`src/include/ltco_pkg.sv`:
```
// package: register map, field layout, reset values and limits for the lane 0 override bank
package ltco_pkg;

   // printed offsets are not all multiples of four: they are register indices
   localparam logic [7:0]  IDX_TRAIN_CTRL    = 8'hd0;
   localparam logic [7:0]  IDX_NEW_WORD_CTRL = 8'hd2;
   localparam logic [7:0]  IDX_PARTNER_COEF  = 8'hd4;
   localparam logic [7:0]  IDX_TX_LIMIT_OVR  = 8'hd6;
   localparam logic [11:0] ADDR_TRAIN_CTRL    = {2'b00, IDX_TRAIN_CTRL, 2'b00};
   localparam logic [11:0] ADDR_NEW_WORD_CTRL = {2'b00, IDX_NEW_WORD_CTRL, 2'b00};
   localparam logic [11:0] ADDR_PARTNER_COEF  = {2'b00, IDX_PARTNER_COEF, 2'b00};
   localparam logic [11:0] ADDR_TX_LIMIT_OVR  = {2'b00, IDX_TX_LIMIT_OVR, 2'b00};

   // training control fields
   localparam int TRAIN_EN_BIT     = 0;
   localparam int COEF_OVR_EN_BIT  = 17;
   localparam int NEW_WORD_BIT     = 8;

   // partner coefficient request fields
   localparam int COEF_PLUS_LSB  = 4;
   localparam int COEF_ZERO_LSB  = 2;
   localparam int COEF_MINUS_LSB = 0;
   localparam int PCOEF_RX_LSB   = 16;

   // two-bit coefficient request codes
   typedef enum logic [1:0] {
      LTCO_COEF_HOLD     = 2'b00,
      LTCO_COEF_INC      = 2'b01,
      LTCO_COEF_DEC      = 2'b10,
      LTCO_COEF_RESERVED = 2'b11
   } ltco_coef_e;

   // tx limit override fields
   localparam int MAX_SWING_LSB  = 0;
   localparam int MAX_SWING_EN   = 5;
   localparam int MIN_SWING_LSB  = 8;
   localparam int MIN_SWING_EN   = 13;
   localparam int POST_LSB       = 16;
   localparam int POST_EN        = 22;

   // reset values: simulation build versus compiled build
   localparam logic [4:0] MAX_SWING_RST_SIM = 5'h1c;
   localparam logic [4:0] MIN_SWING_RST_SIM = 5'h19;
   localparam logic [5:0] POST_RST_SIM      = 6'h06;
   localparam logic       OVR_EN_RST_SIM    = 1'b1;
   localparam logic [4:0] MAX_SWING_RST_HW  = 5'h00;
   localparam logic [4:0] MIN_SWING_RST_HW  = 5'h00;
   localparam logic [5:0] POST_RST_HW       = 6'h00;
   localparam logic       OVR_EN_RST_HW     = 1'b0;
   localparam logic       TRAIN_EN_RST      = 1'b1;

   // compile-time limits, plain defaults
   localparam logic [4:0] MAX_SWING_LIMIT_PARAM  = 5'h1e;
   localparam logic [4:0] MIN_SWING_LIMIT_PARAM  = 5'h09;
   localparam logic [5:0] POST_CURSOR_LIMIT_PARAM = 6'h19;
   localparam logic [4:0] PRESET_MAIN_TAP_PARAM  = 5'h1e;

   localparam logic [31:0] RDATA_ZERO = 32'h0000_0000;

endpackage : ltco_pkg

```
`src/include/ltco_lim_if.sv`:
```
// interface: transmit limit override values and their enables handed from the register bank to the selector
`timescale 1ns/1ps
interface ltco_lim_if;
   logic [4:0] max_swing_override;
   logic       max_swing_override_en;
   logic [4:0] min_swing_override;
   logic       min_swing_override_en;
   logic [5:0] post_cursor_override;
   logic       post_cursor_override_en;
   modport regs (output max_swing_override, max_swing_override_en, min_swing_override,
                 min_swing_override_en, post_cursor_override, post_cursor_override_en);
   modport sel  (input max_swing_override, max_swing_override_en, min_swing_override,
                 min_swing_override_en, post_cursor_override, post_cursor_override_en);
endinterface : ltco_lim_if

```
`src/core/ltco_limit_sel.sv`:
```
// module: picks override or compile-time value for each transmit limit
`timescale 1ns/1ps
module ltco_limit_sel
   import ltco_pkg::*;
(
   input  wire logic       mclk,
   input  wire logic       sys_rst,
   ltco_lim_if.sel         lim,
   output logic      [4:0] max_swing_limit_q,
   output logic      [4:0] preset_main_tap_q,
   output logic      [4:0] min_swing_limit_q,
   output logic      [5:0] post_cursor_limit_q
);

   // registered so the training engine sees a clean value, one cycle after a write
   always_ff @(posedge mclk or posedge sys_rst) begin
      if (sys_rst) begin
         max_swing_limit_q   <= MAX_SWING_LIMIT_PARAM;
         preset_main_tap_q   <= PRESET_MAIN_TAP_PARAM;
         min_swing_limit_q   <= MIN_SWING_LIMIT_PARAM;
         post_cursor_limit_q <= POST_CURSOR_LIMIT_PARAM;
      end else begin
         // disabled override falls back to the built-in value
         max_swing_limit_q   <= lim.max_swing_override_en ? lim.max_swing_override
                                                          : MAX_SWING_LIMIT_PARAM;
         // max override also replaces the preset main value
         preset_main_tap_q   <= lim.max_swing_override_en ? lim.max_swing_override
                                                          : PRESET_MAIN_TAP_PARAM;
         min_swing_limit_q   <= lim.min_swing_override_en ? lim.min_swing_override
                                                          : MIN_SWING_LIMIT_PARAM;
         post_cursor_limit_q <= lim.post_cursor_override_en ? lim.post_cursor_override
                                                            : POST_CURSOR_LIMIT_PARAM;
      end
   end

endmodule : ltco_limit_sel

```
`src/core/ltco_regs.sv`:
```
// module: lane 0 training coefficient and tx limit override registers on apb
//
// Our own choice: register access over APB.
`timescale 1ns/1ps
// Overview of operation
// - partner coef writable only with training disabled
// - bits 5:4 plus-one request, 11 reserved
// - bits 3:2 main, 1:0 minus-one, same code
// - max swing override field 4:0, lane local
// - bit 5 enables max swing override
// - min swing override field 12:8
// - bit 13 enables min swing override
// - post-cursor override field 21:16
// - bit 22 enables post-cursor override
module ltco_regs
   import ltco_pkg::*;
#(
   parameter bit SIM_BUILD = 1'b0
)
(
   input  wire logic        mclk,
   input  wire logic        sys_rst,
   input  wire logic        psel,
   input  wire logic        penable,
   input  wire logic        pwrite,
   input  wire logic [11:0] paddr,
   input  wire logic [31:0] pwdata,
   output logic      [31:0] prdata,
   output logic             pready,
   output logic             pslverr,
   input  wire logic  [5:0] rx_partner_coef,
   input  wire logic        rx_partner_coef_vld,
   output logic             train_en,
   output logic             coef_ovr_en,
   output logic             coef_new_word,
   output logic       [5:0] partner_coef_request,
   output logic       [4:0] max_swing_limit,
   output logic       [4:0] preset_main_tap,
   output logic       [4:0] min_swing_limit,
   output logic       [5:0] post_cursor_limit
);

   localparam logic [4:0] MAX_RST = SIM_BUILD ? MAX_SWING_RST_SIM : MAX_SWING_RST_HW;
   localparam logic [4:0] MIN_RST = SIM_BUILD ? MIN_SWING_RST_SIM : MIN_SWING_RST_HW;
   localparam logic [5:0] PST_RST = SIM_BUILD ? POST_RST_SIM : POST_RST_HW;
   localparam logic       EN_RST  = SIM_BUILD ? OVR_EN_RST_SIM : OVR_EN_RST_HW;

   logic       train_en_q;
   logic       coef_ovr_en_q;
   logic       new_word_q;
   logic [5:0] pcoef_q;
   logic [5:0] pcoef_rx_q;
   logic [4:0] max_ovr_q;
   logic       max_en_q;
   logic [4:0] min_ovr_q;
   logic       min_en_q;
   logic [5:0] post_ovr_q;
   logic       post_en_q;
   logic       wr_acc;
   logic       rd_acc;
   logic       hit;
   logic [31:0] rdata_d;
   logic [31:0] prdata_q;
   logic       pslverr_q;

   ltco_lim_if lim_bus ();

   // reserved code 11 is written back as hold so the engine never sees it
   function automatic logic [1:0] coef_fix(input logic [1:0] code);
      coef_fix = (code == LTCO_COEF_RESERVED) ? LTCO_COEF_HOLD : code;
   endfunction : coef_fix

   function automatic logic addr_hit(input logic [11:0] a);
      addr_hit = (a == ADDR_TRAIN_CTRL) || (a == ADDR_NEW_WORD_CTRL) ||
                 (a == ADDR_PARTNER_COEF) || (a == ADDR_TX_LIMIT_OVR);
   endfunction : addr_hit

   // zero-wait slave: the access phase always completes in its first cycle
   assign pready  = 1'b1;
   assign wr_acc  = psel & penable & pwrite;
   assign rd_acc  = psel & penable & ~pwrite;
   assign hit     = addr_hit(paddr);

   always_ff @(posedge mclk or posedge sys_rst) begin
      if (sys_rst) begin
         train_en_q    <= TRAIN_EN_RST;
         coef_ovr_en_q <= 1'b0;
      end else if (wr_acc && paddr == ADDR_TRAIN_CTRL) begin
         train_en_q    <= pwdata[TRAIN_EN_BIT];
         coef_ovr_en_q <= pwdata[COEF_OVR_EN_BIT];
      end
   end

   // new-word flag is a one-cycle pulse; only meaningful with override on
   always_ff @(posedge mclk or posedge sys_rst) begin
      if (sys_rst) begin
         new_word_q <= 1'b0;
      end else begin
         new_word_q <= wr_acc && (paddr == ADDR_NEW_WORD_CTRL) && pwdata[NEW_WORD_BIT]
                       && coef_ovr_en_q;
      end
   end

   // software copy of the request word; writes refused while training runs
   always_ff @(posedge mclk or posedge sys_rst) begin
      if (sys_rst) begin
         pcoef_q <= 6'h00;
      end else if (wr_acc && paddr == ADDR_PARTNER_COEF && !train_en_q) begin
         pcoef_q <= {coef_fix(pwdata[COEF_PLUS_LSB +: 2]),
                     coef_fix(pwdata[COEF_ZERO_LSB +: 2]),
                     coef_fix(pwdata[COEF_MINUS_LSB +: 2])};
      end
   end

   // last word received from the partner, shown read-only
   always_ff @(posedge mclk or posedge sys_rst) begin
      if (sys_rst) begin
         pcoef_rx_q <= 6'h00;
      end else if (rx_partner_coef_vld) begin
         pcoef_rx_q <= rx_partner_coef;
      end
   end

   always_ff @(posedge mclk or posedge sys_rst) begin
      if (sys_rst) begin
         max_ovr_q  <= MAX_RST;
         max_en_q   <= EN_RST;
         min_ovr_q  <= MIN_RST;
         min_en_q   <= EN_RST;
         post_ovr_q <= PST_RST;
         post_en_q  <= EN_RST;
      end else if (wr_acc && paddr == ADDR_TX_LIMIT_OVR) begin
         max_ovr_q  <= pwdata[MAX_SWING_LSB +: 5];
         max_en_q   <= pwdata[MAX_SWING_EN];
         min_ovr_q  <= pwdata[MIN_SWING_LSB +: 5];
         min_en_q   <= pwdata[MIN_SWING_EN];
         post_ovr_q <= pwdata[POST_LSB +: 6];
         post_en_q  <= pwdata[POST_EN];
      end
   end

   always_comb begin
      rdata_d = RDATA_ZERO;
      if (paddr == ADDR_TRAIN_CTRL) begin
         rdata_d[TRAIN_EN_BIT]    = train_en_q;
         rdata_d[COEF_OVR_EN_BIT] = coef_ovr_en_q;
      end else if (paddr == ADDR_PARTNER_COEF) begin
         rdata_d[5:0]                  = pcoef_q;
         rdata_d[PCOEF_RX_LSB +: 6]    = pcoef_rx_q;
      end else if (paddr == ADDR_TX_LIMIT_OVR) begin
         rdata_d[MAX_SWING_LSB +: 5] = max_ovr_q;
         rdata_d[MAX_SWING_EN]       = max_en_q;
         rdata_d[MIN_SWING_LSB +: 5] = min_ovr_q;
         rdata_d[MIN_SWING_EN]       = min_en_q;
         rdata_d[POST_LSB +: 6]      = post_ovr_q;
         rdata_d[POST_EN]            = post_en_q;
      end
   end

   // read data registered during setup so it is valid across the access phase
   always_ff @(posedge mclk or posedge sys_rst) begin
      if (sys_rst) begin
         prdata_q <= RDATA_ZERO;
      end else if (psel && !penable && !pwrite) begin
         prdata_q <= rdata_d;
      end
   end

   assign prdata  = rd_acc ? prdata_q : RDATA_ZERO;
   assign pslverr = psel & penable & ~hit;

   assign lim_bus.max_swing_override      = max_ovr_q;
   assign lim_bus.max_swing_override_en   = max_en_q;
   assign lim_bus.min_swing_override      = min_ovr_q;
   assign lim_bus.min_swing_override_en   = min_en_q;
   assign lim_bus.post_cursor_override    = post_ovr_q;
   assign lim_bus.post_cursor_override_en = post_en_q;

   ltco_limit_sel u_sel (
      .mclk                (mclk),
      .sys_rst             (sys_rst),
      .lim                 (lim_bus),
      .max_swing_limit_q   (max_swing_limit),
      .preset_main_tap_q   (preset_main_tap),
      .min_swing_limit_q   (min_swing_limit),
      .post_cursor_limit_q (post_cursor_limit)
   );

   assign train_en             = train_en_q;
   assign coef_ovr_en          = coef_ovr_en_q;
   assign coef_new_word        = new_word_q;
   assign partner_coef_request = pcoef_q;

endmodule : ltco_regs

```
`config.mk`:
```
export PLATFORM = sky130hd
export DESIGN_NAME = ltco_regs
export DESIGN_NICKNAME = d
export VERILOG_FILES = /design/src/include/ltco_pkg.sv /design/src/include/ltco_lim_if.sv /design/src/core/ltco_limit_sel.sv /design/src/core/ltco_regs.sv
export SDC_FILE = /design/constraint.sdc
export NUM_CORES = 1
export LEC_CHECK = 0
export ABC_AREA = 1
export ABC_CLOCK_PERIOD_IN_PS = 1800
export BUFFER_PORTS_ARGS = -buffer_cell sky130_fd_sc_hd__buf_2
export CORE_MARGIN = 2
export CORE_UTILIZATION = 45
export CTS_CLUSTER_DIAMETER = 80
export DETAILED_ROUTE_END_ITERATION = 8
export GPL_ROUTABILITY_DRIVEN = 0
export PLACE_DENSITY = 0.84
export SETUP_SLACK_MARGIN = 0.02
export SYNTH_ARGS = -nofsm -noshare
export SYNTH_HDL_FRONTEND = slang
export SYNTH_SLANG_ARGS = --single-unit
```
`constraint.sdc`:
```
create_clock -name mclk -period 1.8 [get_ports mclk]
set_input_delay 0 -clock mclk [delete_from_list [all_inputs] [get_ports mclk]]
set_output_delay 0 -clock mclk [all_outputs]
set_load 0.03 [all_outputs]
```
==> run_results.csv, run 1 <==
group,metric,value,unit
finish,final_area,4300,sq um
finish,fin_util,62.3,%
synth,ys_ff_latch,69,
synth,ys_warn_count,0,
setup_path,crit_required,1.80,ns
status,outcome,"complete, no violations",
drt,vias,2924,
finish,drive_gt1_share,27.2,%
synth,postSynthAreaPerCell,8.32,sq um
sta,clock_skew,0.0102,ns
setup_path,crit_family,"buffers and inverters",
setup_path,cp-start-kind,"input pin",
setup_path,crit_slowest_cell,"dlygate4sd3_1",
power_and_ir_drop,power_leakage,2.30,nW
placed_design,io_buffers,92,
setup_path,arrival,1.73,ns
sta,timing.fmax,577,MHz
setup_path,critPathMaxFanout,12,
floorplanning,die_y,89.0,um
clocking,cts_htree_levels,3,
finish,final_cells,614,
setup_path,crit_buf_inv,4,
sta,drv_slew,0,
drt,drtIter0Drc,195,
placed_design,place_inst,562,
sta,period_minus_slack,1.73,ns
finish,layout_common_cells,"nand2_1, buf_2, dfrtp_1",
floorplanning,ios,120,
sta,rsz0062_at_grt,"true",
sta,tightest_slew,0.585,ns
clocking,clk_path_buf_depth,2,
global_route,grt_usage,21.7,%
finish,diodes,0,
sta,finalSetupViolations,0,
synth,synth_seq_area_share,53.5,%
power_and_ir_drop,max-vdd-ir-drop,413,uV
global_route,grt_antenna_before_repair,0,
clocking,clockRootBuffer,"clkbuf_8",
synth,synthDominantCellAreaShare,45.4,%
placed_design,pre_cts_ws,0.416,ns
clocking,clkLatencyLatePin,0.35,ns
sta,fin_ws,0.0657,ns
synth,synth_top_cell_by_area,"dfrtp_1",
hold_path,hold_class,"input pin to flop",
placed_design,dpl.hpwl,5.67,mm
global_route,gr-total-overflow,0,
synth,synthCells,391,
synth,yosysUniqueCellTypes,27,
finish,areaGrowthSynthToFinish,32.2,%
global_route,grt_max_degree,70,
job,max-cap-violations,0,
sta,fin_crit_sh,96.4,%
setup_path,worstSetupEndpointType,"output pin",
sta,hold_slack,0.00137,ns
setup_path,critPathKind,"input pin to output pin",
drt,drcViolationCount,0,
drt,firstDrtPassIters,5,
floorplanning,start_util,47.1,%
sta,final-hold-violation-count,0,
global_route,grt_pass1_vias,2826,
finish,final_common_cell,"nand2_1",
clocking,numCtsBuffers,9,
floorplanning,design.die.area,7930,sq um
drt,wl_per_cell,13.3,um
clocking,tritoncts,"yes",
finish,fillerInstances,606,
floorplanning,fp.dieW,89.0,um
drt,vias_per_cell,4.76,
floorplanning,fp-row-count,30,
synth,synthTopCellsByArea,"dfrtp_1, nand2_1, dfstp_2, inv_1, o21ai_0",
setup_path,crit_top_cell,"nand2_1",
placed_design,placed_cell_area,3700,sq um
drt,ant_nets,0,
setup_path,max_stage_delay,0.54,ns
floorplanning,core_region_area,6910,sq um
setup_path,path_cells,"dlygate4sd3_1, buf_2, nor2_4, nand2_1, nor2_2, buf_6, nand2_1, nand2_1, nor3_2, buf_4",
finish,fin_nets,569,
sta,relSlewSlack,60.9,%
power_and_ir_drop,power_density,766,nW/um^2
clocking,cts.clk_slew.worst_paths,0.07,ns
synth,synth_area,3250,sq um
drt,postRouteWirelength,8.18,mm
global_route,grt_pass1_wl,12.7,mm
clocking,cts_sinks,69,
==> path summary, 6_finish.rpt <==
check | from | to | slack [ns] | cells after the start
setup / recovery | paddr[0] | pslverr | 0.07 | 10
hold reg to reg | lim_bus.max_swing_override[3]$_DFFE_PP0P_ | u_sel.max_swing_limit_q[3]$_DFF_PP1_ | 0.49 | 2
setup reg to reg | pcoef_rx_q[5]$_DFFE_PP0P_ | pcoef_rx_q[5]$_DFFE_PP0P_ | 0.57 | 3
hold / removal | rx_partner_coef_vld | pcoef_rx_q[3]$_DFFE_PP0P_ | 0.001 | 2
min in group asynchronous | sys_rst | u_sel.min_swing_limit_q[1]$_DFF_PP0_ | 0.28 | 4
max in group asynchronous | sys_rst | train_en$_DFFE_PP1P_ | 1.20 | 4
==> flip-flops by register name (all words and copies together), names as in the netlist, 5 cells and up <==
signal	count
partner_coef_request	6
lim_bus.min_swing_override	5
prdata_q	19
lim_bus.post_cursor_override	6
u_sel.min_swing_limit_q	5
u_sel.max_swing_limit_q	5
pcoef_rx_q	6
lim_bus.max_swing_override	5
u_sel.post_cursor_limit_q	6
==> layer usage <==
metal	up-vias	track usage, %	part of all wire, %
met1	1370	27.0	41
met4	0	11.5	2.9
met3	20	4.43	6.5
met5	-	0	0
li1	1412	-	-
met2	122	35.8	49
==> power by group <==
group,internal (mW),leakage (nW),switching (mW)
logic,0.117,1.32,0.169
clock network,0.826,0.113,0.607
registers,1.57,0.869,0.00853
total,2.51,2.30,0.784
==> repair_timing <==
item                       4_1_cts  5_1_grt
gates resized for setup          0        4
buffers inserted                 0        0
hold endpoints to repair        93        0
setup endpoints to repair        0        2
hold buffers                    37        0
==> layout make-up <==
cell class / instances / area [sq um] / share of cell area, %
clock buffers: 10 / 138 / 3.20
well taps: 96 / 120 / 2.79
clock inverters: 6 / 93.8 / 2.18
inverters: 56 / 210 / 4.89
multi-input cells: 245 / 1130 / 26.3
flip-flops and latches: 69 / 1740 / 40.4
repair buffers: 132 / 870 / 20.2
==> through the flow <==
step / setup TNS [ns] / total power, mW
2_1_floorplan: 0 / 1.76
3_3_place_gp: 0 / 1.81
3_5_place_dp: 0 / 1.82
4_1_cts: 0 / 3.32
5_1_grt: -0.00412 / 3.42
6_report: 0 / 3.30
==> Yosys cell counts (all sizes together) <==
cell    number
nor2        35
nor3b        1
a21oi        1
dfrtp       59
dfstp       10
nor4         1
o21ai       49
or2          3
nor3         2
inv         56
clkbuf       6
conb         2
buf         27
mux2         1
nand3       33
nand2      105
==> kinds of logic (layout without fill, tap and decap cells) <==
| family | Yosys count | count (layout) | synth area share (%) |
|---|---|---|---|
| buffers and inverters | 89 | 204 | 13.3 |
| AOI/OAI and AO/OA | 50 | 50 | 7.81 |
| muxes | 1 | 1 | 0.346 |
| other | 2 | 14 | 0.231 |
| and+or+nand+nor | 180 | 180 | 24.8 |
| DFF | 69 | 69 | 53.5 |
No activity file was read; power rests on OpenSTA's default activity.
==> run 2, diff against run 1 <==
Settings changed: MAX_ROUTING_LAYER set to met4.
==> run_results.csv, run 2 (synthesized netlist as in run 1, its figures left out) <==
group,metric,value,unit
setup_path,cp-start-kind,"input pin",
finish,diodes,0,
hold_path,hp-start,"rx_partner_coef_vld",
floorplanning,fp.dieW,89.0,um
sta,final-hold-violation-count,0,
floorplanning,die_y,89.0,um
hold_path,hold_depth,2,
placed_design,place_inst,562,
sta,timing.fmax,575,MHz
hold_path,holdPathEnd,"pcoef_rx_q[3]$_DFFE_PP0P_",
finish,seq_area,1740,sq um
hold_path,hold_class,"input pin to flop",
floorplanning,start_util,47.1,%
sta,clock_skew,0.0102,ns
finish,fin_util,62.3,%
setup_path,critPathMaxFanout,12,
setup_path,rr_startpoint,"pcoef_rx_q[5]$_DFFE_PP0P_",
drt,wl_per_cell,13.3,um
sta,fin_crit_sh,96.7,%
global_route,grt_antenna_before_repair,0,
clocking,clk_path_buf_depth,2,
finish,final_cells,614,
finish,fillerInstances,606,
drt,drtIter0Drc,191,
finish,final_common_cell,"nand2_1",
setup_path,worstSetupEndpointType,"output pin",
global_route,grt_pass1_wl,12.7,mm
setup_path,path_cells,"dlygate4sd3_1, buf_2, nor2_4, nand2_1, nor2_2, buf_6, nand2_1, nand2_1, nor3_2, buf_4",
clocking,clockRootBuffer,"clkbuf_8",
floorplanning,design.die.area,7930,sq um
setup_path,crit_top_cell,"nand2_1",
placed_design,dpl.hpwl,5.67,mm
floorplanning,fp-row-count,30,
setup_path,timing.rr.end,"pcoef_rx_q[5]$_DFFE_PP0P_",
clocking,clkLatencyLatePin,0.35,ns
global_route,grt_max_degree,70,
placed_design,io_buffers,92,
setup_path,critPathKind,"input pin to output pin",
finish,multiInputGateArea,1130,sq um
finish,areaGrowthSynthToFinish,32.2,%
drt,vias_per_cell,4.79,
setup_path,max_stage_delay,0.54,ns
sta,rsz0062_at_grt,"true",
finish,top_register,"prdata_q",
setup_path,crit_start,"paddr[0]",
sta,period_minus_slack,1.74,ns
power_and_ir_drop,power_density,766,nW/um^2
finish,fin_nets,569,
job,max-cap-violations,0,
global_route,grt_pass1_vias,2812,
drt,postRouteWirelength,8.16,mm
clocking,cts_htree_levels,3,
sta,tightest_slew,0.577,ns
sta,hold_slack,0.00119,ns
clocking,tritoncts,"yes",
global_route,met3_usage,4.16,%
drt,drcViolationCount,0,
status,outcome,"complete, no violations",
clocking,numCtsBuffers,9,
setup_path,crit_buf_inv,4,
setup_path,crit_slowest_cell,"dlygate4sd3_1",
global_route,grt_usage,22.4,%
finish,final_area,4300,sq um
global_route,gr-total-overflow,0,
power_and_ir_drop,max-vdd-ir-drop,414,uV
setup_path,crit_required,1.80,ns
global_route,met1_usage,27.2,%
finish,largest_reg_flops,19,
power_and_ir_drop,power_leakage,2.30,nW
global_route,use_met2,35.7,%
floorplanning,ios,120,
floorplanning,core_region_area,6910,sq um
placed_design,placed_cell_area,3700,sq um
clocking,cts.clk_slew.worst_paths,0.07,ns
sta,finalSetupViolations,0,
drt,firstDrtPassIters,4,
setup_path,arrival,1.74,ns
setup_path,worstRegToRegCells,3,
setup_path,crit_family,"buffers and inverters",
global_route,grt_most_used_layer,"met2",
finish,layout_common_cells,"nand2_1, buf_2, dfrtp_1",
drt,ant_nets,0,
sta,drv_slew,0,
sta,relSlewSlack,61.5,%
setup_path,regToRegSetupSlack,0.57,ns
power_and_ir_drop,total_power,3.29,mW
clocking,cts_sinks,69,
drt,vias,2938,
finish,drive_gt1_share,27.2,%
[run 2: cell counts in the layout (fill, tap and decap cells not counted)]
No cell type changed its count.
[run 2: what timing repair did]
| action | CTS | global route |
|---|---|---|
| buffers inserted | 0 | 0 |
| hold endpoints to repair | 93 | 0 |
| gates resized for setup | 0 | 4 |
| hold buffers | 37 | 0 |
| endpoints found under the setup margin | 0 | 2 |
[run 2: area by class of cell]
class,count,share of cell area [%]
clock inverters,6,2.18
inverters,56,4.89
repair buffers,132,20.2
clock buffers,10,3.20
well taps,96,2.79
flip-flops and latches,69,40.4
multi-input cells,245,26.3
[run 2: how the worst max path moves through the flow]
stage / end / slack (ns) / cells after the start
floorplan: coef_new_word$_DFF_PP0_ / 0.08 / 1
global placement: prdata_q[8]$_DFFE_PP0P_ / 0.49 / 7
detailed placement: prdata_q[10]$_DFFE_PP0P_ / 0.42 / 7
CTS: pslverr / 0.06 / 10
global route: pslverr / -0.004 / 10
finish: pslverr / 0.06 / 10
[run 2: per-stage QoR]
stage	setup TNS (ns)	setup slack [ns]
6_report	0	0.0597
5_1_grt	-0.00412	-0.00412
4_1_cts	0	0.0576
3_5_place_dp	0	0.416
3_3_place_gp	0	0.487
2_1_floorplan	0	0.0767
[run 2: routing by layer]
layer | vias to the layer above | wire (um)
met5 | - | 0
met4 | 0 | 233
met3 | 19 | 528
met2 | 117 | 4100
met1 | 1386 | 3300
li1 | 1416 | -
[run 2: report_power, final]
group | switching [mW] | internal, mW
Combinational | 0.169 | 0.117
Sequential | 0.00857 | 1.57
Clock | 0.605 | 0.826
